File: src/lbmp_pkg.sv
`default_nettype none
package lbmp_pkg;
    // ==========================================================
    // register map (byte addresses)
    localparam logic [3:0] LBMP_CMD_OFS    = 4'h0;
    localparam logic [3:0] LBMP_STATUS_OFS = 4'h4;
    localparam logic [3:0] LBMP_INBUF_OFS  = 4'h8;
    localparam logic [3:0] LBMP_OUTBUF_OFS = 4'hc;
    // ==========================================================
    // command register bit positions (write pulses)
    localparam int LBMP_CMD_RECV     = 0;
    localparam int LBMP_CMD_IB2OUT   = 1;
    localparam int LBMP_CMD_FMT2OUT  = 2;
    localparam int LBMP_CMD_XMIT     = 3;
    localparam int LBMP_CMD_STOP     = 4;
    localparam int LBMP_CMD_STORE    = 5;
    localparam int LBMP_CMD_CLRPRED  = 6;
    localparam int LBMP_CMD_CLRLERR  = 7;
    localparam int LBMP_CMD_COMPAT   = 8;
    localparam int LBMP_CMD_FEVEN    = 9;
    localparam int LBMP_CMD_SETDPE   = 10;
    localparam int LBMP_CMD_CLRDPE   = 11;
    localparam int LBMP_CMD_W        = 12;
    // ==========================================================
    // status bit positions
    localparam int LBMP_ST_LERR   = 0;
    localparam int LBMP_ST_PRED   = 1;
    localparam int LBMP_ST_STOP   = 2;
    localparam int LBMP_ST_XMIT   = 3;
    localparam int LBMP_ST_FEVEN  = 4;
    localparam int LBMP_ST_INPAR  = 5;
    localparam int LBMP_ST_DPE    = 26;
    // ==========================================================
    // axi responses and phase count
    localparam logic [1:0] LBMP_RESP_OKAY   = 2'b00;
    localparam logic [1:0] LBMP_RESP_SLVERR = 2'b10;
    localparam int         LBMP_PHASES      = 4;
    localparam logic [1:0] LBMP_PH_TWO      = 2'd1;
    localparam logic [1:0] LBMP_PH_FOUR     = 2'd3;
endpackage : lbmp_pkg
`default_nettype wire

File: src/lbmp_top.sv
// Behaviour
// - store-status is honoured only when stop-channel is issued in same cycle
// - read transfer end: stop plus store raise done and store on bus
// - error flags seen during transfer only feed error summary status bit 6
// - after stop no further data requests in later request cycles
// - input buffer nine bits loads at phase four, parity held
// - input byte goes to formatter nibbles or internal bus low byte
// - odd parity checked on input byte, error latched until cleared
// - link parity error sets status bit 0 and error summary bit 6
// - output buffer loads internal bus at phase four or formatter at two
// - odd parity computed and held on each output buffer load
// - output drivers disabled until transmit command
// - force even parity command inverts generated parity
// - predictor toggles on each parity one seen on any transfer
// - compatible command removes bits 32-35 parity from word parity
// - clear command resets predictor to zero
// - predictor state shows in status bit 1 and error summary bit 6
// - high density: odd toggles per nine byte transfer
// - industry compatible: even toggles per four byte transfer
// - core dump: even toggles per ten byte transfer
// - done on next data cycle after stop, store with it if issued
//
// The AXI4-Lite interface to the registers and the address map are this design's own decisions.
`default_nettype none
module lbmp_top
    import lbmp_pkg::*;
(
    input  wire logic        aclk,
    input  wire logic        aresetn,
    input  wire logic [31:0] s_axi_awaddr,
    input  wire logic        s_axi_awvalid,
    output logic             s_axi_awready,
    input  wire logic [31:0] s_axi_wdata,
    input  wire logic [3:0]  s_axi_wstrb,
    input  wire logic        s_axi_wvalid,
    output logic             s_axi_wready,
    output logic [1:0]       s_axi_bresp,
    output logic             s_axi_bvalid,
    input  wire logic        s_axi_bready,
    input  wire logic [31:0] s_axi_araddr,
    input  wire logic        s_axi_arvalid,
    output logic             s_axi_arready,
    output logic [31:0]      s_axi_rdata,
    output logic [1:0]       s_axi_rresp,
    output logic             s_axi_rvalid,
    input  wire logic        s_axi_rready,
    input  wire logic [7:0]  link_in_data,
    input  wire logic        link_in_parity,
    input  wire logic        link_in_present,
    output logic [7:0]       link_out_data,
    output logic             link_out_parity,
    output logic             link_out_oe_n,
    input  wire logic [7:0]  formatter_byte,
    output logic [3:0]       formatter_nibble,
    output logic             formatter_nibble_valid,
    input  wire logic        upper_nibble_first_cmd,
    input  wire logic        formatter_shift_cmd,
    input  wire logic        channel_parity_error_cc,
    input  wire logic        channel_error_cc,
    input  wire logic        transfer_active,
    input  wire logic        request_cycle,
    input  wire logic        data_cycle,
    input  wire logic        chan_par_bit,
    input  wire logic        chan_par_valid,
    input  wire logic [35:0] chan_word,
    output logic             chan_request,
    output logic             chan_done,
    output logic             chan_store,
    output logic             mover_parity_check_cc,
    output logic             link_byte_parity_error_cc
);
    // ==========================================================
    // phase divider
    logic [1:0] phase_q;
    wire        ph2 = (phase_q == LBMP_PH_TWO);
    wire        ph4 = (phase_q == LBMP_PH_FOUR);
    always_ff @(posedge aclk) begin
        if (!aresetn) phase_q <= 2'd0;
        else          phase_q <= phase_q + 2'd1;
    end

    // ==========================================================
    // axi4-lite slave
    logic                aw_q, w_q, ar_q;
    logic [3:0]          awa_q, ara_q;
    logic [31:0]         wd_q;
    logic                bvalid_q, rvalid_q;
    logic [1:0]          bresp_q, rresp_q;
    logic [31:0]         rdata_q;
    logic [LBMP_CMD_W-1:0] cmd_pulse;
    logic [LBMP_CMD_W-1:0] cmd_hold_q;
    logic                dpe_q;
    wire do_wr = aw_q && w_q && !bvalid_q;
    // upper address bits map to an offset that no register decodes
    wire [3:0] aw_ofs = (|s_axi_awaddr[31:4]) ? 4'h1 : s_axi_awaddr[3:0];
    wire [3:0] ar_ofs = (|s_axi_araddr[31:4]) ? 4'h1 : s_axi_araddr[3:0];
    wire wr_ok = (awa_q == LBMP_CMD_OFS);
    wire rd_ok = (ara_q == LBMP_STATUS_OFS) || (ara_q == LBMP_INBUF_OFS)
              || (ara_q == LBMP_OUTBUF_OFS) || (ara_q == LBMP_CMD_OFS);
    assign s_axi_awready = !aw_q && !bvalid_q;
    assign s_axi_wready  = !w_q && !bvalid_q;
    assign s_axi_arready = !ar_q && !rvalid_q;
    assign s_axi_bvalid  = bvalid_q;
    assign s_axi_bresp   = bresp_q;
    assign s_axi_rvalid  = rvalid_q;
    assign s_axi_rresp   = rresp_q;
    assign s_axi_rdata   = rdata_q;
    assign cmd_pulse = (do_wr && wr_ok && (&s_axi_wstrb[1:0] || 1'b1))
                     ? wd_q[LBMP_CMD_W-1:0] : '0;

    always_ff @(posedge aclk) begin
        if (!aresetn) begin
            aw_q     <= 1'b0;
            w_q      <= 1'b0;
            awa_q    <= 4'h0;
            wd_q     <= 32'h0;
            bvalid_q <= 1'b0;
            bresp_q  <= LBMP_RESP_OKAY;
        end else begin
            if (s_axi_awvalid && s_axi_awready) begin
                aw_q  <= 1'b1;
                awa_q <= aw_ofs;
            end
            if (s_axi_wvalid && s_axi_wready) begin
                w_q  <= 1'b1;
                wd_q <= s_axi_wdata;
            end
            if (do_wr) begin
                aw_q     <= 1'b0;
                w_q      <= 1'b0;
                bvalid_q <= 1'b1;
                bresp_q <= wr_ok ? LBMP_RESP_OKAY : LBMP_RESP_SLVERR;
            end else if (bvalid_q && s_axi_bready) begin
                bvalid_q <= 1'b0;
            end
        end
    end

    // ==========================================================
    // commands held until the phase they act on
    logic [LBMP_CMD_W-1:0] cmd_act;
    wire [LBMP_CMD_W-1:0]  cmd_all = cmd_hold_q | cmd_pulse;
    always_comb begin
        cmd_act = '0;
        cmd_act[LBMP_CMD_RECV]    = cmd_all[LBMP_CMD_RECV] && ph4;
        cmd_act[LBMP_CMD_IB2OUT]  = cmd_all[LBMP_CMD_IB2OUT] && ph4;
        cmd_act[LBMP_CMD_FMT2OUT] = cmd_all[LBMP_CMD_FMT2OUT] && ph2;
        cmd_act[LBMP_CMD_STOP]    = cmd_all[LBMP_CMD_STOP] && ph4;
        cmd_act[LBMP_CMD_STORE]   = cmd_all[LBMP_CMD_STORE] && ph4;
        cmd_act[LBMP_CMD_XMIT]    = cmd_all[LBMP_CMD_XMIT];
        cmd_act[LBMP_CMD_CLRPRED] = cmd_all[LBMP_CMD_CLRPRED];
        cmd_act[LBMP_CMD_CLRLERR] = cmd_all[LBMP_CMD_CLRLERR];
        cmd_act[LBMP_CMD_COMPAT]  = cmd_all[LBMP_CMD_COMPAT];
        cmd_act[LBMP_CMD_FEVEN]   = cmd_all[LBMP_CMD_FEVEN];
        cmd_act[LBMP_CMD_SETDPE]  = cmd_all[LBMP_CMD_SETDPE];
        cmd_act[LBMP_CMD_CLRDPE]  = cmd_all[LBMP_CMD_CLRDPE];
    end
    always_ff @(posedge aclk) begin
        if (!aresetn) cmd_hold_q <= '0;
        else          cmd_hold_q <= cmd_all & ~cmd_act;
    end

    // ==========================================================
    // link input buffer
    logic [7:0] inbuf_q;
    logic       inpar_q;
    logic       inbuf_full_q;
    logic       lerr_q;
    logic       in_chk_q;
    wire        in_load = cmd_act[LBMP_CMD_RECV] && link_in_present;
    // odd parity check, once per loaded byte
    wire        in_bad  = in_chk_q && !(^{inbuf_q, inpar_q});
    always_ff @(posedge aclk) begin
        if (!aresetn) begin
            inbuf_q      <= 8'h00;
            inpar_q      <= 1'b0;
            inbuf_full_q <= 1'b0;
        end else if (in_load) begin
            inbuf_q      <= link_in_data;
            inpar_q      <= link_in_parity;
            inbuf_full_q <= 1'b1;
        end
    end
    // check pulse so a clear is not undone by a stale byte
    always_ff @(posedge aclk) begin
        if (!aresetn) in_chk_q <= 1'b0;
        else          in_chk_q <= in_load;
    end
    always_ff @(posedge aclk) begin
        if (!aresetn)                       lerr_q <= 1'b0;
        else if (in_bad && !in_load)        lerr_q <= 1'b1;
        else if (cmd_act[LBMP_CMD_CLRLERR]) lerr_q <= 1'b0;
    end
    assign link_byte_parity_error_cc = lerr_q;
    logic [3:0] nib_q;
    logic       nibv_q;
    always_ff @(posedge aclk) begin
        if (!aresetn) begin
            nib_q  <= 4'h0;
            nibv_q <= 1'b0;
        end else begin
            nibv_q <= formatter_shift_cmd && inbuf_full_q;
            nib_q  <= upper_nibble_first_cmd ? inbuf_q[7:4] : inbuf_q[3:0];
        end
    end
    assign formatter_nibble       = nib_q;
    assign formatter_nibble_valid = nibv_q;

    // ==========================================================
    // link output buffer
    logic [7:0] outbuf_q;
    logic       outpar_q, xmit_q, feven_q;
    wire        out_ib  = cmd_act[LBMP_CMD_IB2OUT];
    wire        out_ld  = out_ib || cmd_act[LBMP_CMD_FMT2OUT];
    wire [7:0]  out_mux = out_ib ? wd_q[23:16] : formatter_byte;
    wire        out_par = ~(^out_mux) ^ feven_q;
    always_ff @(posedge aclk) begin
        if (!aresetn) begin
            outbuf_q <= 8'h00;
            outpar_q <= 1'b1;
            xmit_q   <= 1'b0;
            feven_q  <= 1'b0;
        end else begin
            if (cmd_pulse[LBMP_CMD_FEVEN] || cmd_pulse[LBMP_CMD_CLRDPE])
                feven_q <= cmd_pulse[LBMP_CMD_FEVEN];
            if (out_ld) begin
                outbuf_q <= out_mux;
                outpar_q <= out_par;
                xmit_q   <= 1'b0;
            end else if (cmd_act[LBMP_CMD_XMIT]) begin
                xmit_q <= 1'b1;
            end
        end
    end
    assign link_out_oe_n   = !xmit_q;
    assign link_out_data   = outbuf_q;
    assign link_out_parity = outpar_q;

    // ==========================================================
    // parity predictor
    logic pred_q;
    wire  chan_ones = chan_par_bit ^ (cmd_act[LBMP_CMD_COMPAT] && (^chan_word[35:32]));
    wire  tog = (chan_par_valid && chan_ones) ^ (in_load && link_in_parity)
              ^ (cmd_act[LBMP_CMD_XMIT] && outpar_q);
    always_ff @(posedge aclk) begin
        if (!aresetn)                       pred_q <= 1'b0;
        else if (cmd_act[LBMP_CMD_CLRPRED]) pred_q <= 1'b0;
        else if (tog)                       pred_q <= ~pred_q;
    end
    assign mover_parity_check_cc = pred_q;

    // datapath error bit set by microcode
    always_ff @(posedge aclk) begin
        if (!aresetn)                      dpe_q <= 1'b0;
        else if (cmd_act[LBMP_CMD_SETDPE]) dpe_q <= 1'b1;
        else if (cmd_act[LBMP_CMD_CLRDPE]) dpe_q <= 1'b0;
    end

    // ==========================================================
    // channel stop and store
    logic stop_pend_q, store_pend_q, stopped_q, done_q, store_q;
    wire  stop_cmd  = cmd_act[LBMP_CMD_STOP];
    wire  store_cmd = cmd_act[LBMP_CMD_STORE] && stop_cmd;
    always_ff @(posedge aclk) begin
        if (!aresetn) begin
            stop_pend_q  <= 1'b0;
            store_pend_q <= 1'b0;
            stopped_q    <= 1'b0;
            done_q       <= 1'b0;
            store_q      <= 1'b0;
        end else begin
            done_q  <= 1'b0;
            store_q <= 1'b0;
            if (stop_cmd) begin
                stop_pend_q  <= 1'b1;
                store_pend_q <= store_cmd;
                stopped_q    <= 1'b1;
            end else if (stop_pend_q && data_cycle) begin
                // done with store next data cycle
                done_q       <= 1'b1;
                store_q      <= store_pend_q;
                stop_pend_q  <= 1'b0;
                store_pend_q <= 1'b0;
            end
            if (!transfer_active && !stop_pend_q && !stop_cmd) stopped_q <= 1'b0;
        end
    end
    assign chan_done  = done_q;
    assign chan_store = store_q;
    assign chan_request = request_cycle && transfer_active && !stopped_q && !stop_cmd;

    // ==========================================================
    // read path
    // error summary for microcode
    wire err_any = channel_parity_error_cc || pred_q || channel_error_cc || lerr_q;
    wire [31:0] status_w = {5'h0, dpe_q, 19'h0, err_any, inpar_q, feven_q,
                            xmit_q, stopped_q, pred_q, lerr_q};
    wire [31:0] rd_mux = (ara_q == LBMP_STATUS_OFS) ? status_w
                       : (ara_q == LBMP_INBUF_OFS)  ? {23'h0, inpar_q, inbuf_q}
                       : (ara_q == LBMP_OUTBUF_OFS) ? {23'h0, outpar_q, outbuf_q}
                       : 32'h0;
    always_ff @(posedge aclk) begin
        if (!aresetn) begin
            ar_q     <= 1'b0;
            ara_q    <= 4'h0;
            rvalid_q <= 1'b0;
            rdata_q  <= 32'h0;
            rresp_q  <= LBMP_RESP_OKAY;
        end else begin
            if (s_axi_arvalid && s_axi_arready) begin
                ar_q  <= 1'b1;
                ara_q <= ar_ofs;
            end
            if (ar_q && !rvalid_q) begin
                ar_q     <= 1'b0;
                rvalid_q <= 1'b1;
                rdata_q <= rd_ok ? rd_mux : 32'h0;
                rresp_q <= rd_ok ? LBMP_RESP_OKAY : LBMP_RESP_SLVERR;
            end else if (rvalid_q && s_axi_rready) begin
                rvalid_q <= 1'b0;
            end
        end
    end

    // ==========================================================
    // checks
    store_stop_a: assert property (@(posedge aclk) disable iff (!aresetn)
        chan_store |-> chan_done) else $error("store without done");
    no_req_a: assert property (@(posedge aclk) disable iff (!aresetn)
        stopped_q |-> !chan_request) else $error("request after stop");
    done_next_a: assert property (@(posedge aclk) disable iff (!aresetn)
        (stop_pend_q && !stop_cmd && data_cycle) |=> chan_done)
        else $error("done missing");
    lerr_set_a: assert property (@(posedge aclk) disable iff (!aresetn)
        (in_bad && !in_load) |=> link_byte_parity_error_cc) else $error("parity err lost");
    in_load_a: assert property (@(posedge aclk) disable iff (!aresetn)
        in_load |-> ph4) else $error("input load off phase");
    oe_a: assert property (@(posedge aclk) disable iff (!aresetn)
        out_ld |=> link_out_oe_n) else $error("driven before transmit");
    out_par_a: assert property (@(posedge aclk) disable iff (!aresetn)
        (out_ld && !feven_q) |=> ^{link_out_data, link_out_parity})
        else $error("output parity not odd");
    out_even_a: assert property (@(posedge aclk) disable iff (!aresetn)
        (out_ld && feven_q) |=> !(^{link_out_data, link_out_parity}))
        else $error("output parity not even");
    pred_clr_a: assert property (@(posedge aclk) disable iff (!aresetn)
        cmd_act[LBMP_CMD_CLRPRED] |=> !mover_parity_check_cc) else $error("predictor not clear");
    pred_tog_a: assert property (@(posedge aclk) disable iff (!aresetn)
        (tog && !cmd_act[LBMP_CMD_CLRPRED]) |=> (pred_q != $past(pred_q)))
        else $error("predictor not toggled");
    stop_store_c: cover property (@(posedge aclk) chan_done && chan_store);
    xmit_c:       cover property (@(posedge aclk) !link_out_oe_n);
    lerr_c:       cover property (@(posedge aclk) link_byte_parity_error_cc);
    compat_c:     cover property (@(posedge aclk) cmd_act[LBMP_CMD_COMPAT] && chan_par_valid);
endmodule // lbmp_top
`default_nettype wire

File: config.mk
export PLATFORM = sky130hd
export DESIGN_NAME = lbmp_top
export DESIGN_NICKNAME = d
export VERILOG_FILES = /design/src/lbmp_pkg.sv /design/src/lbmp_top.sv
export SDC_FILE = /design/constraint.sdc
export NUM_CORES = 1
export LEC_CHECK = 0
export BUFFER_PORTS_ARGS = -buffer_cell sky130_fd_sc_hd__buf_4
export CAP_MARGIN = 20
export CORE_AREA = 4 4 106 108
export DETAILED_ROUTE_END_ITERATION = 6
export DIE_AREA = 0 0 110 112
export GPL_TIMING_DRIVEN = 1
export MAX_ROUTING_LAYER = met4
export PLACE_DENSITY = 0.73
export SYNTH_ARGS = -nofsm -noshare
export SYNTH_HDL_FRONTEND = slang
export SYNTH_SLANG_ARGS = --single-unit
File: constraint.sdc
create_clock -name aclk -period 1.95 [get_ports aclk]
set_clock_uncertainty 0.2 [all_clocks]
set_input_delay 0.2925 -clock aclk [delete_from_list [all_inputs] [get_ports aclk]]
set_output_delay 0.2925 -clock aclk [all_outputs]
set_load 0.01 [all_outputs]
== Word level (Yosys, flattened, before mapping) ==
Cells that the tools add are included.
Widths: inputs -> output; s select.
Storage, ports and cells
  logic and storage cells: 142
  bits of input ports: 170
  flip-flop bits (word level): 122
  output and inout port bits: 61
Operators by class
  mux-type cells: 23
  add/sub/neg operators: 1
  equality and inequality tests: 5
  reductions and logical operators: 71
  bitwise logic cells: 11
Operators with widths (count)
  $reduce_or 28->1: 2
  $mux 27: 2
  $logic_and 1x1->1: 32
  $mux 9: 2
  $and 12x12->12: 1
  $logic_not 1->1: 12
  $mux 1: 12
  $mux 12: 1
  $mux 4: 3
  $not 12->12: 1
  $or 12x12->12: 1
  $reduce_or 2->1: 6
  $reduce_bool 2->1: 5
  $reduce_xor 9->1: 1
  $eq 4x4->1 const B: 2
  $logic_not 4->1: 2
  $logic_or 1x1->1: 8
  $mux 8: 1
  $reduce_xor 8->1: 1
  $eq 4x3->1 const B: 1
  $mux 2: 2
  $not 1->1: 4
  $reduce_xor 4->1: 1
  $xor 1x1->1: 4
  4 further kinds: 4

== Logic depth before layout (Yosys ltp) ==
Gate-level depths: netlist of run 1.
  depth in word-level cells: 10
  depth in mapped cells: 8
  gate-level depth less buffers: 5

== Worst setup path before layout of run 1 ==
No wires, ideal clock.
  kind: reg2reg
  start: register ara_q[3]
  end: register rdata_q[6] (netlist: s_axi_rdata[6])
  cell stages (with the launch flop): 6
  data required time: 1.633 ns
  path slack: 0.038 ns
  path buffers: 1
  setup time: 0.117 ns
  data arrival time: 1.595 ns
  clock period less this slack: 1.912 ns
  cell sequence: dfxtp_1 > buf_2 > nand3b_1 > or2_2 > or4_1 > a32o_1
On the way
  longest elaborated chain between the ends: 5
  elaborated cells on any way between the ends: 11
  classes of those cells: eq/ne: 3; mux: 4; reduce/logical: 4
RTL lines
  start, declared: line lbmp_top.sv:85  | logic [3:0] awa_q, ara_q;
  start signal, assigned: line lbmp_top.sv:312  | ara_q <= ar_ofs;
  $eq 4x4->1, or another cell as far along: line lbmp_top.sv:99, lbmp_top.sv:300
  $mux 9 or $logic_or 1x1->1 (tied branches): line lbmp_top.sv:300, lbmp_top.sv:98
  $mux 9 or $logic_or 1x1->1 (tied branches): line lbmp_top.sv:299, lbmp_top.sv:99
  $mux 27 or $logic_or 1x1->1 (tied branches): line lbmp_top.sv:298, lbmp_top.sv:99
  $mux 27 (*): line lbmp_top.sv:317  | rdata_q <= rd_ok ? rd_mux : 32'h0;
  end signal, assigned: line lbmp_top.sv:317
  end, declared: line lbmp_top.sv:89  | logic [31:0] rdata_q;
Every way passes the cells marked *; elsewhere a longest branch is shown, timed or not.
A chain may end at the register's enable or synchronous reset.

== Final worst setup path of run 1 ==
  start: register awa_q[3]
  end: output chan_request
On the way
  longest elaborated chain between the ends: 7
RTL lines
  start, declared: line lbmp_top.sv:85
  start signal, assigned: line lbmp_top.sv:122  | awa_q <= aw_ofs;
  $logic_not 4->1: line lbmp_top.sv:97  | wire wr_ok = (awa_q == LBMP_CMD_OFS);
  $logic_and 1x1->1: line lbmp_top.sv:108  | assign cmd_pulse = (do_wr && wr_ok && (&s_axi_wstrb[1:0] || 1'b1))
  $mux 12: line lbmp_top.sv:109  | ? wd_q[LBMP_CMD_W-1:0] : '0;
  $or 12x12->12: line lbmp_top.sv:142  | wire [LBMP_CMD_W-1:0] cmd_all = cmd_hold_q | cmd_pulse;
  $logic_and 1x1->1: line lbmp_top.sv:148  | cmd_act[LBMP_CMD_STOP] = cmd_all[LBMP_CMD_STOP] && ph4;
  $logic_not 1->1: line lbmp_top.sv:290  | assign chan_request = request_cycle && transfer_active && !stopped_q && !stop_cmd;
  $logic_and 1x1->1: line lbmp_top.sv:290
  end, declared: line lbmp_top.sv:66  | output logic chan_request,
No other way between the ends.

==> results of run 1 <==
[kinds of logic (layout without fill, tap and decap cells)]
family / after synthesis / in the layout / synth area share [%]
AO/OA/AOI/OAI: 117 / 117 / 18.7
XOR/XNOR: 28 / 28 / 6.41
adder cells (fa/ha/maj): 2 / 2 / 0.619
buffers and inverters: 62 / 226 / 8.26
flip-flops: 87 / 87 / 43.1
multiplexers: 5 / 5 / 1.24
other: 1 / 24 / 0.0928
AND/OR/NAND/NOR: 176 / 176 / 21.6
[final timing paths]
kind	from	endpoint	depth (start not counted)
setup / recovery	awa_q[3]	chan_request	5
hold / removal	s_axi_wdata[21]	wd_q[21]	3
setup reg to reg	awa_q[3]	mover_parity_check_cc	6
hold reg to reg	in_chk_q	link_byte_parity_error_cc	2
[where the power goes]
part | switching (mW) | leakage, nW | internal, mW
Combinational | 0.275 | 1.65 | 0.354
Clock | 0.612 | 0.0916 | 0.596
Sequential | 0.0422 | 0.708 | 1.83
Total | 0.930 | 2.45 | 2.78
[synth_stat cells (2+ instances only)]
| library cell | instances |
|---|---|
| nand2_1 | 88 |
| ha_1 | 2 |
| nor4_1 | 14 |
| inv_1 | 12 |
| and2_1 | 4 |
| clkbuf_1 | 17 |
| a31oi_1 | 19 |
| buf_4 | 25 |
| a21boi_0 | 31 |
| mux2i_1 | 5 |
| a32o_1 | 2 |
| and3_1 | 3 |
| buf_1 | 2 |
| xnor2_1 | 20 |
| o21a_1 | 5 |
| o21ai_0 | 33 |
| dfxtp_1 | 87 |
| nor3b_1 | 4 |
| xor2_1 | 7 |
| nor2_1 | 18 |
| a21oi_1 | 10 |
| nor2b_1 | 20 |
| nand3_1 | 4 |
| nand2b_1 | 6 |
| a22oi_1 | 10 |
| buf_2 | 6 |
| nor3_1 | 2 |
| nand4_1 | 3 |
[what timing repair did]
| action | in CTS | in global routing |
|---|---|---|
| hold buffers | 15 | 0 |
| buffers inserted | 2 | 2 |
| gates cloned | 0 | 1 |
| gates resized for setup | 8 | 13 |
| setup endpoints to repair | 13 | 24 |
| hold endpoints to repair | 15 | 0 |
| pin swaps | 4 | 4 |
[sequential cells by signal (all words and copies together) (netlist names), 2 cells and up]
register / flops
awa_q: 4
link_out_data: 8
cmd_hold_q: 5
wd_q: 20
phase_q: 2
inbuf_q: 8
formatter_nibble: 4
ara_q: 4
s_axi_rdata: 10
[final cells by class]
type                       instances  area share (%)
sequential                        87            30.2
tap                              136            2.95
timing repair buffer             198            26.5
multi-input combinational        352            36.4
inverter                          12           0.780
clock buffer                      13            2.41
clock inverter                     3           0.758
[per-stage QoR]
stage	utilization [%]	worst slack (ps)	power [mW]	setup TNS, ps	hold slack [ps]
3_5_place_dp	52.3	-77.3	2.51	-457	232
4_1_cts	55.9	-243	3.74	-1070	0.503
2_1_floorplan	-	37.7	2.23	0	220
5_1_grt	56.4	-307	3.90	-3020	7.18
3_3_place_gp	52.3	-50.2	2.50	-144	223
6_report	56.4	-201	3.71	-580	7.67
[worst max-delay path: stages (launching register included)]
cell,delay (ps)
dfxtp_2,350
nor4_4,350
a31oi_2,140
nand2b_4,180
and4b_1,190
buf_6,120
[per-layer routing]
| layer | share of wire (%) | wire length [um] | up-vias |
|---|---|---|---|
| li1 | - | - | 1951 |
| met2 | 50 | 5890 | 123 |
| met4 | 1.3 | 157 | 0 |
| met1 | 43 | 5050 | 1827 |
| met3 | 6.1 | 715 | 15 |
| met5 | 0 | 0 | - |
==> metrics.md, run 1 <==
| Metric | Value |
|---|---|
| Arrival @ worst endpoint | 1660 ps |
| Startpoint class of the critical path | register |
| DRT Pass-1 Iters | 4 |
| Seq cells post-synth | 87 |
| Reg clk slew, reported paths | 80 ps |
| ANT nets after route | 0 |
| Global route overflow | 0 |
| Number of cell rows | 37 |
| Final instance area | 5770 um2 |
| Remaining DRCs | 0 |
| Worst Path Required | 1460 ps |
| Syn-to-layout area delta | 42.8% |
| Grt met3 use | 3.19% |
| Gpl congestion | 0.873 |
| Yosys top cell area share | 43.1% |
| Status | complete, but fails checks |
| Final count of hold timing violations | 0 |
| Post-synth EDFFs | 0 |
| Fillcell total | 938 |
| Synth area leader | dfxtp_1 |
| Number of global-route vias before repair | 3907 |
| Max-Cap Viols | 0 |
| Unrepaired setup endpoints after global routing | yes |
| DP HPWL | 9280 um |
| Starting Density | 39.5% |
| Final setup margin | -201 ps |
| LEAKAGE | 2.45 nW |
| Initial antenna violation count | 0 |
| Crit share post-route | 110% |
| Crit path time final | 2150 ps |
| Largest net degree at the start of global routing | 42 |
| Die Area | 12300 um2 |
| Multi-input gate area | 2100 um2 |
| Leading post-synthesis cells by cell area | dfxtp_1, nand2_1, a21boi_0 |
| WL/cell | 14.7 um |
| Clk sinks | 87 |
| Die Width | 110 um |
| # port buffers | 158 |
| Setup Crit Path Kind | register to primary output |
| Setup violators final | 12 |
| Non-Filler Instances | 801 |
| Hold crit path type | input pin to register |
| R2R setup slack | -80 ps |
| CTS tree | done |
| Layer with the highest usage | met2 |
| Initial DRC Count | 170 |
| Average cell area after synthesis | 8.46 um2 |
| Max-slew violation count | 0 |
| Worst-path fanout max | 6 |
| Synth cell types | 47 |
| CTS max path bufs | 2 |
| Yosys warns | 0 |
| Register area | 1750 um2 |
| Failing checks | setup timing |
| Asr flop ratio synth | 0% |
| TritonCTS buffer count | 9 |
| Synthesized cell area | 4040 um2 |
| Total core area | 10200 um2 |
| Synth Flop Type | dfxtp_1 |
| Total Routing Usage GR | 19.4% |
| DP Cell Count | 765 |
| Worst setup EP type | primary output |
| GRT met2 Usage | 32.1% |
| F_max | 465 MHz |
| DR vias | 3916 |
| Most frequent cells in the layout | buf_4, nand2_1, dfxtp_1 |
| Layout net count | 832 |
| Register area share after synthesis | 43.1% |
| Ant. Diodes | 0 |
| CTS root buf | clkbuf_8 |
| Cells after synthesis | 478 |
| Clk_lat worst skew | 340 ps |
| Met1 usage | 24.4% |
| Die Y | 112 um |
| Most common cell after layout, fill and taps aside | buf_4 |
| Fraction of layout cells with a size suffix above 1 | 32.0% |
| Post-DP Area | 5350 um2 |
| Power per standard cell area | 643 nW/um2 |
| H-tree depth | 3 |
| First-pass GRT wire length | 18700 um |
| I/O pin count | 231 |
| Max IR drop VDD | 0.000435 V |
| Via density | 4.89 |
| Final WL | 11800 um |
Note: power is estimated with default switching activity, not from simulation.
==> run 2: changes to the inputs <==
==> config.mk (replaced) <==
export PLATFORM = sky130hd
export DESIGN_NAME = lbmp_top
export DESIGN_NICKNAME = d
export VERILOG_FILES = /design/src/lbmp_pkg.sv /design/src/lbmp_top.sv
export SDC_FILE = /design/constraint.sdc
export NUM_CORES = 1
export LEC_CHECK = 0
export ABC_AREA = 1
export BUFFER_PORTS_ARGS = -buffer_cell sky130_fd_sc_hd__buf_4
export CAP_MARGIN = 20
export CORE_AREA = 4 4 98 100
export DETAILED_ROUTE_END_ITERATION = 6
export DIE_AREA = 0 0 102 104
export GPL_TIMING_DRIVEN = 1
export MAX_ROUTING_LAYER = met4
export PLACE_DENSITY = 0.8
export SYNTH_ARGS = -nofsm -noshare
export SYNTH_HDL_FRONTEND = slang
export SYNTH_SLANG_ARGS = --single-unit
==> constraint.sdc (replaced) <==
create_clock -name aclk -period 2.52 [get_ports aclk]
set_clock_uncertainty 0.2 [all_clocks]
set_input_delay 0.378 -clock aclk [delete_from_list [all_inputs] [get_ports aclk]]
set_output_delay 0.378 -clock aclk [all_outputs]
set_load 0.01 [all_outputs]
==> run 2 against run 1 <==
Compared with the run above:
- the flow now finishes without violations
- global-route usage is 1.7 points higher
- register-to-register slack better by 490 ps
- via count is 3.3% higher
- combinational power is 23% lower
- worst setup slack better by 320 ps
- first-iteration DRC count is 7.1% higher
- critical path depth is 3 higher
- synthesized area is 0.80% lower
==> metrics.md, run 2 <==
| Metric | Value |
|---|---|
| Cell family with most CP delay | simple AND/OR/NAND/NOR gates (unchanged) |
| Post-synth EDFFs | 0 (unchanged) |
| Starting Density | 46.2% (was 39.5%) |
| GRT met2 Usage | 36.9% (was 32.1%) |
| Grt met3 use | 5.37% (was 3.19%) |
| I/O pin count | 231 (unchanged) |
| Post-synthesis mux area share | 0% (was 1.24%) |
| Hold endpoint | s_axi_rvalid (was wd_q[21]) |
| ANT nets after route | 0 (unchanged) |
| First-pass GRT wire length | 17500 um (was 18700 um) |
| Via density | 4.96 (was 4.89) |
| Initial DRC Count | 182 (was 170) |
| Yosys top cell area share | 43.4% (was 43.1%) |
| Post-synth top cells | nand2_1, dfxtp_1, nor2_1 (was nand2_1, dfxtp_1, o21ai_0) |
| LEAKAGE | 2.53 nW (was 2.45 nW) |
| R2r endpoint | link_out_parity (was mover_parity_check_cc) |
| Initial antenna violation count | 0 (unchanged) |
| Most frequent cells in the layout | buf_4, nand2_1, dfxtp_1 (unchanged) |
| Arrival @ worst endpoint | 1820 ps (was 1660 ps) |
| Power per standard cell area | 575 nW/um2 (was 643 nW/um2) |
| Synth Area in Adders | 0.624% (was 0.619%) |
| Max IR drop VDD | 0.000328 V (was 0.000435 V) |
| Die Y | 104 um (was 112 um) |
| Compound-Gate Fraction of Synth Area | 15.9% (was 18.7%) |
| Hold Buf Count CTS | 0 (was 15) |
| Ant. Diodes | 0 (unchanged) |
| Hold_sp | s_axi_rready (was s_axi_wdata[21]) |
| Worst hold slack | 21.9 ps (was 7.67 ps) |
| Average cell area after synthesis | 7.36 um2 (was 8.46 um2) |
| DP Cell Count | 800 (was 765) |
| Met1 usage | 23.3% (was 24.4%) |
| Clk_lat worst skew | 360 ps (was 340 ps) |
| Max reg flops | 20 (unchanged) |
| Max-slew violation count | 0 (unchanged) |
| Unrepaired setup endpoints after global routing | no (was yes) |
| Critical R2R Launch | w_q (was awa_q[3]) |
| CTS max path bufs | 2 (unchanged) |
| Seq cells post-synth | 87 (unchanged) |
| Synth Flop Type | dfxtp_1 (unchanged) |
| Syn-to-layout area delta | 36.2% (was 42.8%) |
| CP cell instances | nand2_1 -> nor2_4 -> nand3_2 -> inv_4 -> a21oi_1 -> nor2_2 -> nor2_1 -> buf_4 (was nor4_4 -> a31oi_2 -> nand2b_4 -> and4b_1 -> buf_6) |
| R2R setup slack | 410 ps (was -80 ps) |
| H-tree depth | 3 (unchanged) |
| Layer with the highest usage | met2 (unchanged) |
| Worst setup EP type | primary output (unchanged) |
| Global route overflow | 0 (unchanged) |
| Non-Filler Instances | 816 (was 801) |
| Crit share post-route | 95.3% |
| Final WL | 11200 um (was 11800 um) |
| TritonCTS buffer count | 9 (unchanged) |
| Layout net count | 875 (was 832) |
| Slew headroom | 65.4% |
| Worst-path fanout max | 9 (was 6) |
| # port buffers | 158 (unchanged) |
| Crit path time final | 2400 ps |
| Worst Path Required | 1940 ps (was 1460 ps) |
| Leading post-synthesis cells by cell area | dfxtp_1, nand2_1, nor2_1 (was dfxtp_1, nand2_1, a21boi_0) |
| Die Area | 10600 um2 (was 12300 um2) |
| Startpoint class of the critical path | register (unchanged) |
| Cells after synthesis | 545 (was 478) |
| Gpl congestion | 0.828 (was 0.873) |
| Final count of hold timing violations | 0 (unchanged) |
| Total power | 3.14 mW (was 3.71 mW) |
| F_max | 416 MHz |
| DR vias | 4044 (was 3916) |
| Cell with the most instances after synthesis | nand2_1 (unchanged) |
| Synth area leader | dfxtp_1 (unchanged) |
| Setup Crit Path Kind | register to primary output (unchanged) |
| Utilization after layout | 62.9% (was 56.4%) |
| Buf+Inv Stages, Crit Path | 2 (was 1) |
| Fraction of layout cells with a size suffix above 1 | 27.7% (was 32.0%) |
| Clk sinks | 87 (unchanged) |
| Register area share after synthesis | 43.4% (was 43.1%) |
| Post-route setup TNS | 0 ps (was -580 ps) |
| Slew @ Worst Pin | 518 ps |
| Total core area | 8680 um2 (was 10200 um2) |
| Reg2Reg Depth | 13 (was 6) |
| DRT Pass-1 Iters | 4 (unchanged) |
| Largest net degree at the start of global routing | 29 (was 42) |
| Number of cell rows | 34 (was 37) |
| Setup violators final | 0 (was 12) |
| Main combinational cell family by area after synthesis | simple AND/OR/NAND/NOR gates (unchanged) |
| Hold crit path type | input pin to register (unchanged) |
| CTS root buf | clkbuf_8 (unchanged) |
| Post-Synth Simple-Gate Area | 24.6% (was 21.6%) |
| Largest register by flop count | wd_q (unchanged) |
| Die Width | 102 um (was 110 um) |
| Reg clk slew, reported paths | 90 ps (was 80 ps) |
| Status | finished, final reports clean (was complete, but fails checks) |
| Yosys warns | 0 (unchanged) |
| Asr flop ratio synth | 0% (unchanged) |
| CTS tree | done (unchanged) |
| Number of global-route vias before repair | 3904 (was 3907) |
| Synthesized cell area | 4010 um2 (was 4040 um2) |
| Synth cell types | 37 (was 47) |
| CP peak stage delay | 370 ps (was 350 ps) |
| WL/cell | 13.7 um (was 14.7 um) |
| Max-Cap Viols | 0 (unchanged) |
| Cells on Worst Hold Path | 2 (was 3) |
| Fillcell total | 787 (was 938) |
| DP HPWL | 8890 um (was 9280 um) |
| Total Routing Usage GR | 21.1% (was 19.4%) |
| CP max stage cell | dfxtp_1 (was dfxtp_2) |
| Remaining DRCs | 0 (unchanged) |
| Most common cell after layout, fill and taps aside | buf_4 (unchanged) |
| Post-Synth XOR/XNOR Area | 3.03% (was 6.41%) |
[run 2: cell types whose count changed in the layout (fill, tap and decap cells not counted), sizes merged, moves of 7 or more]
cell	change
a21boi	-31
a21oi	+33
a22oi	-10
a31oi	-19
buf	-19
dlygate4sd3	-15
inv	+52
nand2	+7
nand3	+25
nor2	+58
nor2b	-20
o21ai	+16
o22ai	+9
xnor2	-11
[run 2: cell type report]
class | instances | area, um2 | share of cell area (%)
repair buffers | 164 | 1230 | 22.5
well taps | 108 | 135 | 2.47
flip-flops and latches | 87 | 1740 | 31.9
inverters | 63 | 239 | 4.37
multi-input cells | 378 | 1870 | 34.3
clock inverters | 7 | 120 | 2.20
clock buffers | 9 | 124 | 2.27
[run 2: metrics by stage]
stage	worst slack (ps)	area, um2
4_1_cts	21.3	5450
5_1_grt	13.6	5460
2_1_floorplan	647	4100
3_3_place_gp	372	5210
6_report	119	5460
3_5_place_dp	332	5210
[run 2: kinds of logic (layout without fill, tap and decap cells)]
logic type / Yosys count / after routing
AO/OA/AOI/OAI: 114 / 114
XOR/XNOR: 13 / 13
adder cells (fa/ha/maj): 2 / 2
buffers and inverters: 103 / 243
flip-flops: 87 / 87
other: 1 / 24
AND/OR/NAND/NOR: 225 / 225
[run 2: power breakdown]
group,leakage (nW),internal (mW),switching (mW)
registers,0.710,1.44,0.0381
clock network,0.125,0.664,0.513
logic,1.70,0.230,0.256
total,2.53,2.33,0.808
[run 2: how the worst max path moves through the flow]
stage | from | depth (start not counted) | endpoint | slack [ps]
floorplan | aw_q | 10 | mover_parity_check_cc | 650
finish | w_q | 8 | chan_request | 120
CTS | w_q | 8 | chan_request | 20
global route | aw_q | 8 | chan_request | 10
global placement | aw_q | 8 | chan_request | 370
detailed placement | w_q | 10 | mover_parity_check_cc | 330
[run 2: layer usage]
metal | vias up | part of all wire (%)
met1 | 1800 | 39
met3 | 19 | 9.4
met4 | 0 | 1.4
met5 | - | 0
met2 | 169 | 51
li1 | 2056 | -
[run 2: what timing repair did]
| item | in CTS | in global routing |
|---|---|---|
| resized for setup | 1 | 3 |
| setup endpoints to repair | 1 | 1 |
| buffers inserted | 0 | 0 |
==> run 3: changes to the inputs <==
==> config.mk (replaced) <==
export PLATFORM = sky130hd
export DESIGN_NAME = lbmp_top
export DESIGN_NICKNAME = d
export VERILOG_FILES = /design/src/lbmp_pkg.sv /design/src/lbmp_top.sv
export SDC_FILE = /design/constraint.sdc
export NUM_CORES = 1
export LEC_CHECK = 0
export BUFFER_PORTS_ARGS = -buffer_cell sky130_fd_sc_hd__buf_4
export CAP_MARGIN = 20
export CORE_AREA = 4 4 106 108
export DETAILED_ROUTE_END_ITERATION = 6
export DIE_AREA = 0 0 110 112
export GPL_TIMING_DRIVEN = 1
export MAX_ROUTING_LAYER = met4
export PLACE_DENSITY = 0.73
export SLEW_MARGIN = 5
export SYNTH_ARGS = -nofsm -noshare
export SYNTH_HDL_FRONTEND = slang
export SYNTH_SLANG_ARGS = --single-unit
==> constraint.sdc (replaced) <==
create_clock -name aclk -period 2.2 [get_ports aclk]
set_clock_uncertainty 0.2 [all_clocks]
set_input_delay 0.33 -clock aclk [delete_from_list [all_inputs] [get_ports aclk]]
set_output_delay 0.33 -clock aclk [all_outputs]
set_load 0.01 [all_outputs]
==> run 3 against run 2 <==
Compared with the run above:
- clock-buffer cell count rose by 4
- sequential cell count did not move
- critical path depth fell by 2
- design area rose by 2.2%
- sequential power rose by 12%
- wire length rose by 3.1%
- clock power barely moved
- non-clock buffer count rose by 13
- the flow now finishes with violations (setup timing)
- first-iteration DRC count fell by 22%
- hold slack improved by 2.8 ps
==> metrics.md, run 3 (synthesis gave the netlist of run 1 again) <==
| Metric | Value |
|---|---|
| Status | complete, but fails checks (was finished, final reports clean) |
| Failing checks | setup timing |
| Buf+Inv Stages, Crit Path | 2 (unchanged) |
| Number of cell rows | 37 (was 34) |
| Max IR drop VDD | 0.000268 V (was 0.000328 V) |
| Setup Crit Path Kind | register to primary output (unchanged) |
| Critical R2R Launch | awa_q[3] (was w_q) |
| Slew headroom | 54.0% (was 65.4%) |
| WL/cell | 14.8 um (was 13.7 um) |
| Die Y | 112 um (was 104 um) |
| CTS tree | done (unchanged) |
| Worst Path Required | 1670 ps (was 1940 ps) |
| Post-route setup TNS | -69.5 ps (was 0 ps) |
| CTS max path bufs | 2 (unchanged) |
| Worst hold slack | 24.7 ps (was 21.9 ps) |
| R2r endpoint | link_out_data[5] (was link_out_parity) |
| TritonCTS buffer count | 9 (unchanged) |
| Cell family with most CP delay | simple AND/OR/NAND/NOR gates (unchanged) |
| Remaining DRCs | 0 (unchanged) |
| Grt met3 use | 3.48% (was 5.37%) |
| Global route overflow | 0 (unchanged) |
| Hold endpoint | awa_q[0] (was s_axi_rvalid) |
| DR vias | 3791 (was 4044) |
| Fraction of layout cells with a size suffix above 1 | 30.7% (was 27.7%) |
| Crit share post-route | 103% |
| GRT met2 Usage | 31.3% (was 36.9%) |
| H-tree depth | 3 (unchanged) |
| I/O pin count | 231 (unchanged) |
| Most frequent cells in the layout | buf_4, nand2_1, dfxtp_1 (unchanged) |
| Reg clk slew, reported paths | 80 ps (was 90 ps) |
| Power per standard cell area | 604 nW/um2 (was 575 nW/um2) |
| Gpl congestion | 0.887 (was 0.828) |
| Final WL | 11500 um (was 11200 um) |
| CP max stage cell | dfxtp_2 (was dfxtp_1) |
| Final count of hold timing violations | 0 (unchanged) |
| Met1 usage | 23.3% (about the same) |
| # port buffers | 158 (unchanged) |
| Die Area | 12300 um2 (was 10600 um2) |
| Hold_sp | s_axi_awaddr[0] (was s_axi_rready) |
| Crit path time final | 2270 ps |
| Syn-to-layout area delta | 38.1% (was 36.2%) |
| Clk_lat worst skew | 350 ps (was 360 ps) |
| Largest net degree at the start of global routing | 43 (was 29) |
| R2R setup slack | 130 ps (was 410 ps) |
| ANT nets after route | 0 (unchanged) |
| DP HPWL | 9140 um (was 8890 um) |
| Layout net count | 811 (was 875) |
| Unrepaired setup endpoints after global routing | yes (was no) |
| Largest register by flop count | wd_q (unchanged) |
| Startpoint class of the critical path | register (unchanged) |
| CP peak stage delay | 340 ps (was 370 ps) |
| Hold crit path type | input pin to register (unchanged) |
| Critical path origin | awa_q[3] (was w_q) |
| Clk sinks | 87 (unchanged) |
| Initial DRC Count | 142 (was 182) |
| F_max | 441 MHz |
| Via density | 4.86 (was 4.96) |
| Most common cell after layout, fill and taps aside | buf_4 (unchanged) |
| Max-Cap Viols | 0 (unchanged) |
| Worst setup EP type | primary output (unchanged) |
| Pre-CTS setup slack | 110 ps (was 332 ps) |
| CP cell instances | nor4_4 -> buf_4 -> a31oi_4 -> nand2b_4 -> and4b_1 -> buf_6 (was nand2_1 -> nor2_4 -> nand3_2 -> inv_4 -> a21oi_1 -> nor2_2 -> nor2_1 -> buf_4) |
| Slew @ Worst Pin | 689 ps (was 518 ps) |
| LEAKAGE | 2.34 nW (was 2.53 nW) |
| DRT Pass-1 Iters | 4 (unchanged) |
| Die Width | 110 um (was 102 um) |
| Number of global-route vias before repair | 3720 (was 3904) |
| Reg2Reg Depth | 7 (was 13) |
| Worst-path fanout max | 6 (was 9) |
| Cells on Worst Hold Path | 3 (was 2) |
| CTS root buf | clkbuf_8 (unchanged) |
| Max-slew violation count | 0 (unchanged) |
| Total Routing Usage GR | 19.0% (was 21.1%) |
| Layer with the highest usage | met2 (unchanged) |
| Starting Density | 39.5% (was 46.2%) |
| Arrival @ worst endpoint | 1740 ps (was 1820 ps) |
| Initial antenna violation count | 0 (unchanged) |
| Total core area | 10200 um2 (was 8680 um2) |
| Final setup margin | -69.5 ps (was 119 ps) |
| First-pass GRT wire length | 18200 um (was 17500 um) |
| Max reg flops | 20 (unchanged) |
| Setup violators final | 1 (was 0) |
| Ant. Diodes | 0 (unchanged) |
## run 3: changes by cell type in the layout (fill, tap and decap cells not counted), sizes merged, moves of 16 or more
cell / before / now
nand3: 30 / 5
a21oi: 43 / 10
a21boi: 0 / 31
o21ai: 49 / 33
nor2b: 0 / 20
inv: 64 / 12
a31oi: 0 / 19
nor2: 76 / 18
## run 3: where the power goes
| part | switching (mW) | internal, mW |
|---|---|---|
| registers | 0.0388 | 1.62 |
| logic | 0.234 | 0.289 |
| clock network | 0.543 | 0.643 |
## run 3: routing by layer
layer | up-vias | part of all wire, %
met4 | 0 | 1.2
met2 | 126 | 50
li1 | 1908 | -
met3 | 15 | 6.3
met1 | 1742 | 42
met5 | - | 0
## run 3: stage by stage
stage                     utilization (%)  instances  instance area (um2)  power (mW)
after global placement               51.9        760                 5310        2.20
after CTS                            54.5        780                 5580        3.42
final                                54.6        780                 5580        3.37
after global routing                 54.6        780                 5580        3.54
after detailed placement             51.9        760                 5310        2.21
after floorplan                         -        501                 4130        1.97
## run 3: cell type report
class / count / area (um2)
clock inverters: 3 / 67.6
well taps: 136 / 170
clock buffers: 13 / 139
multi-input cells: 352 / 2080
inverters: 12 / 45.0
fillers: 971 / 4650
flip-flops and latches: 87 / 1750
repair buffers: 177 / 1340
## run 3: how the worst max path moves through the flow
stage / to / slack [ps] / cells after the start
final: chan_request / -70 / 6
after global routing: chan_request / -130 / 6
after global placement: chan_request / 130 / 6
after detailed placement: chan_request / 110 / 6
after floorplan: s_axi_rdata[6] / 290 / 5
after CTS: chan_request / -90 / 6
## run 3: worst reg2reg max path: cells and delay by family, from the launching register on
| family | cells | cell delay (ps) |
|---|---|---|
| compound gates | 3 | 470 |
| buf+inv | 2 | 300 |
| flops | 1 | 340 |
| simple gates | 2 | 660 |
## run 3: repair_timing
item	in CTS	in global routing
hold endpoints to repair	2	0
setup endpoints to repair	1	1
gates resized for setup	7	2
cloned	0	0
pin swaps	3	1
hold buffers	2	0
setup buffers	2	0
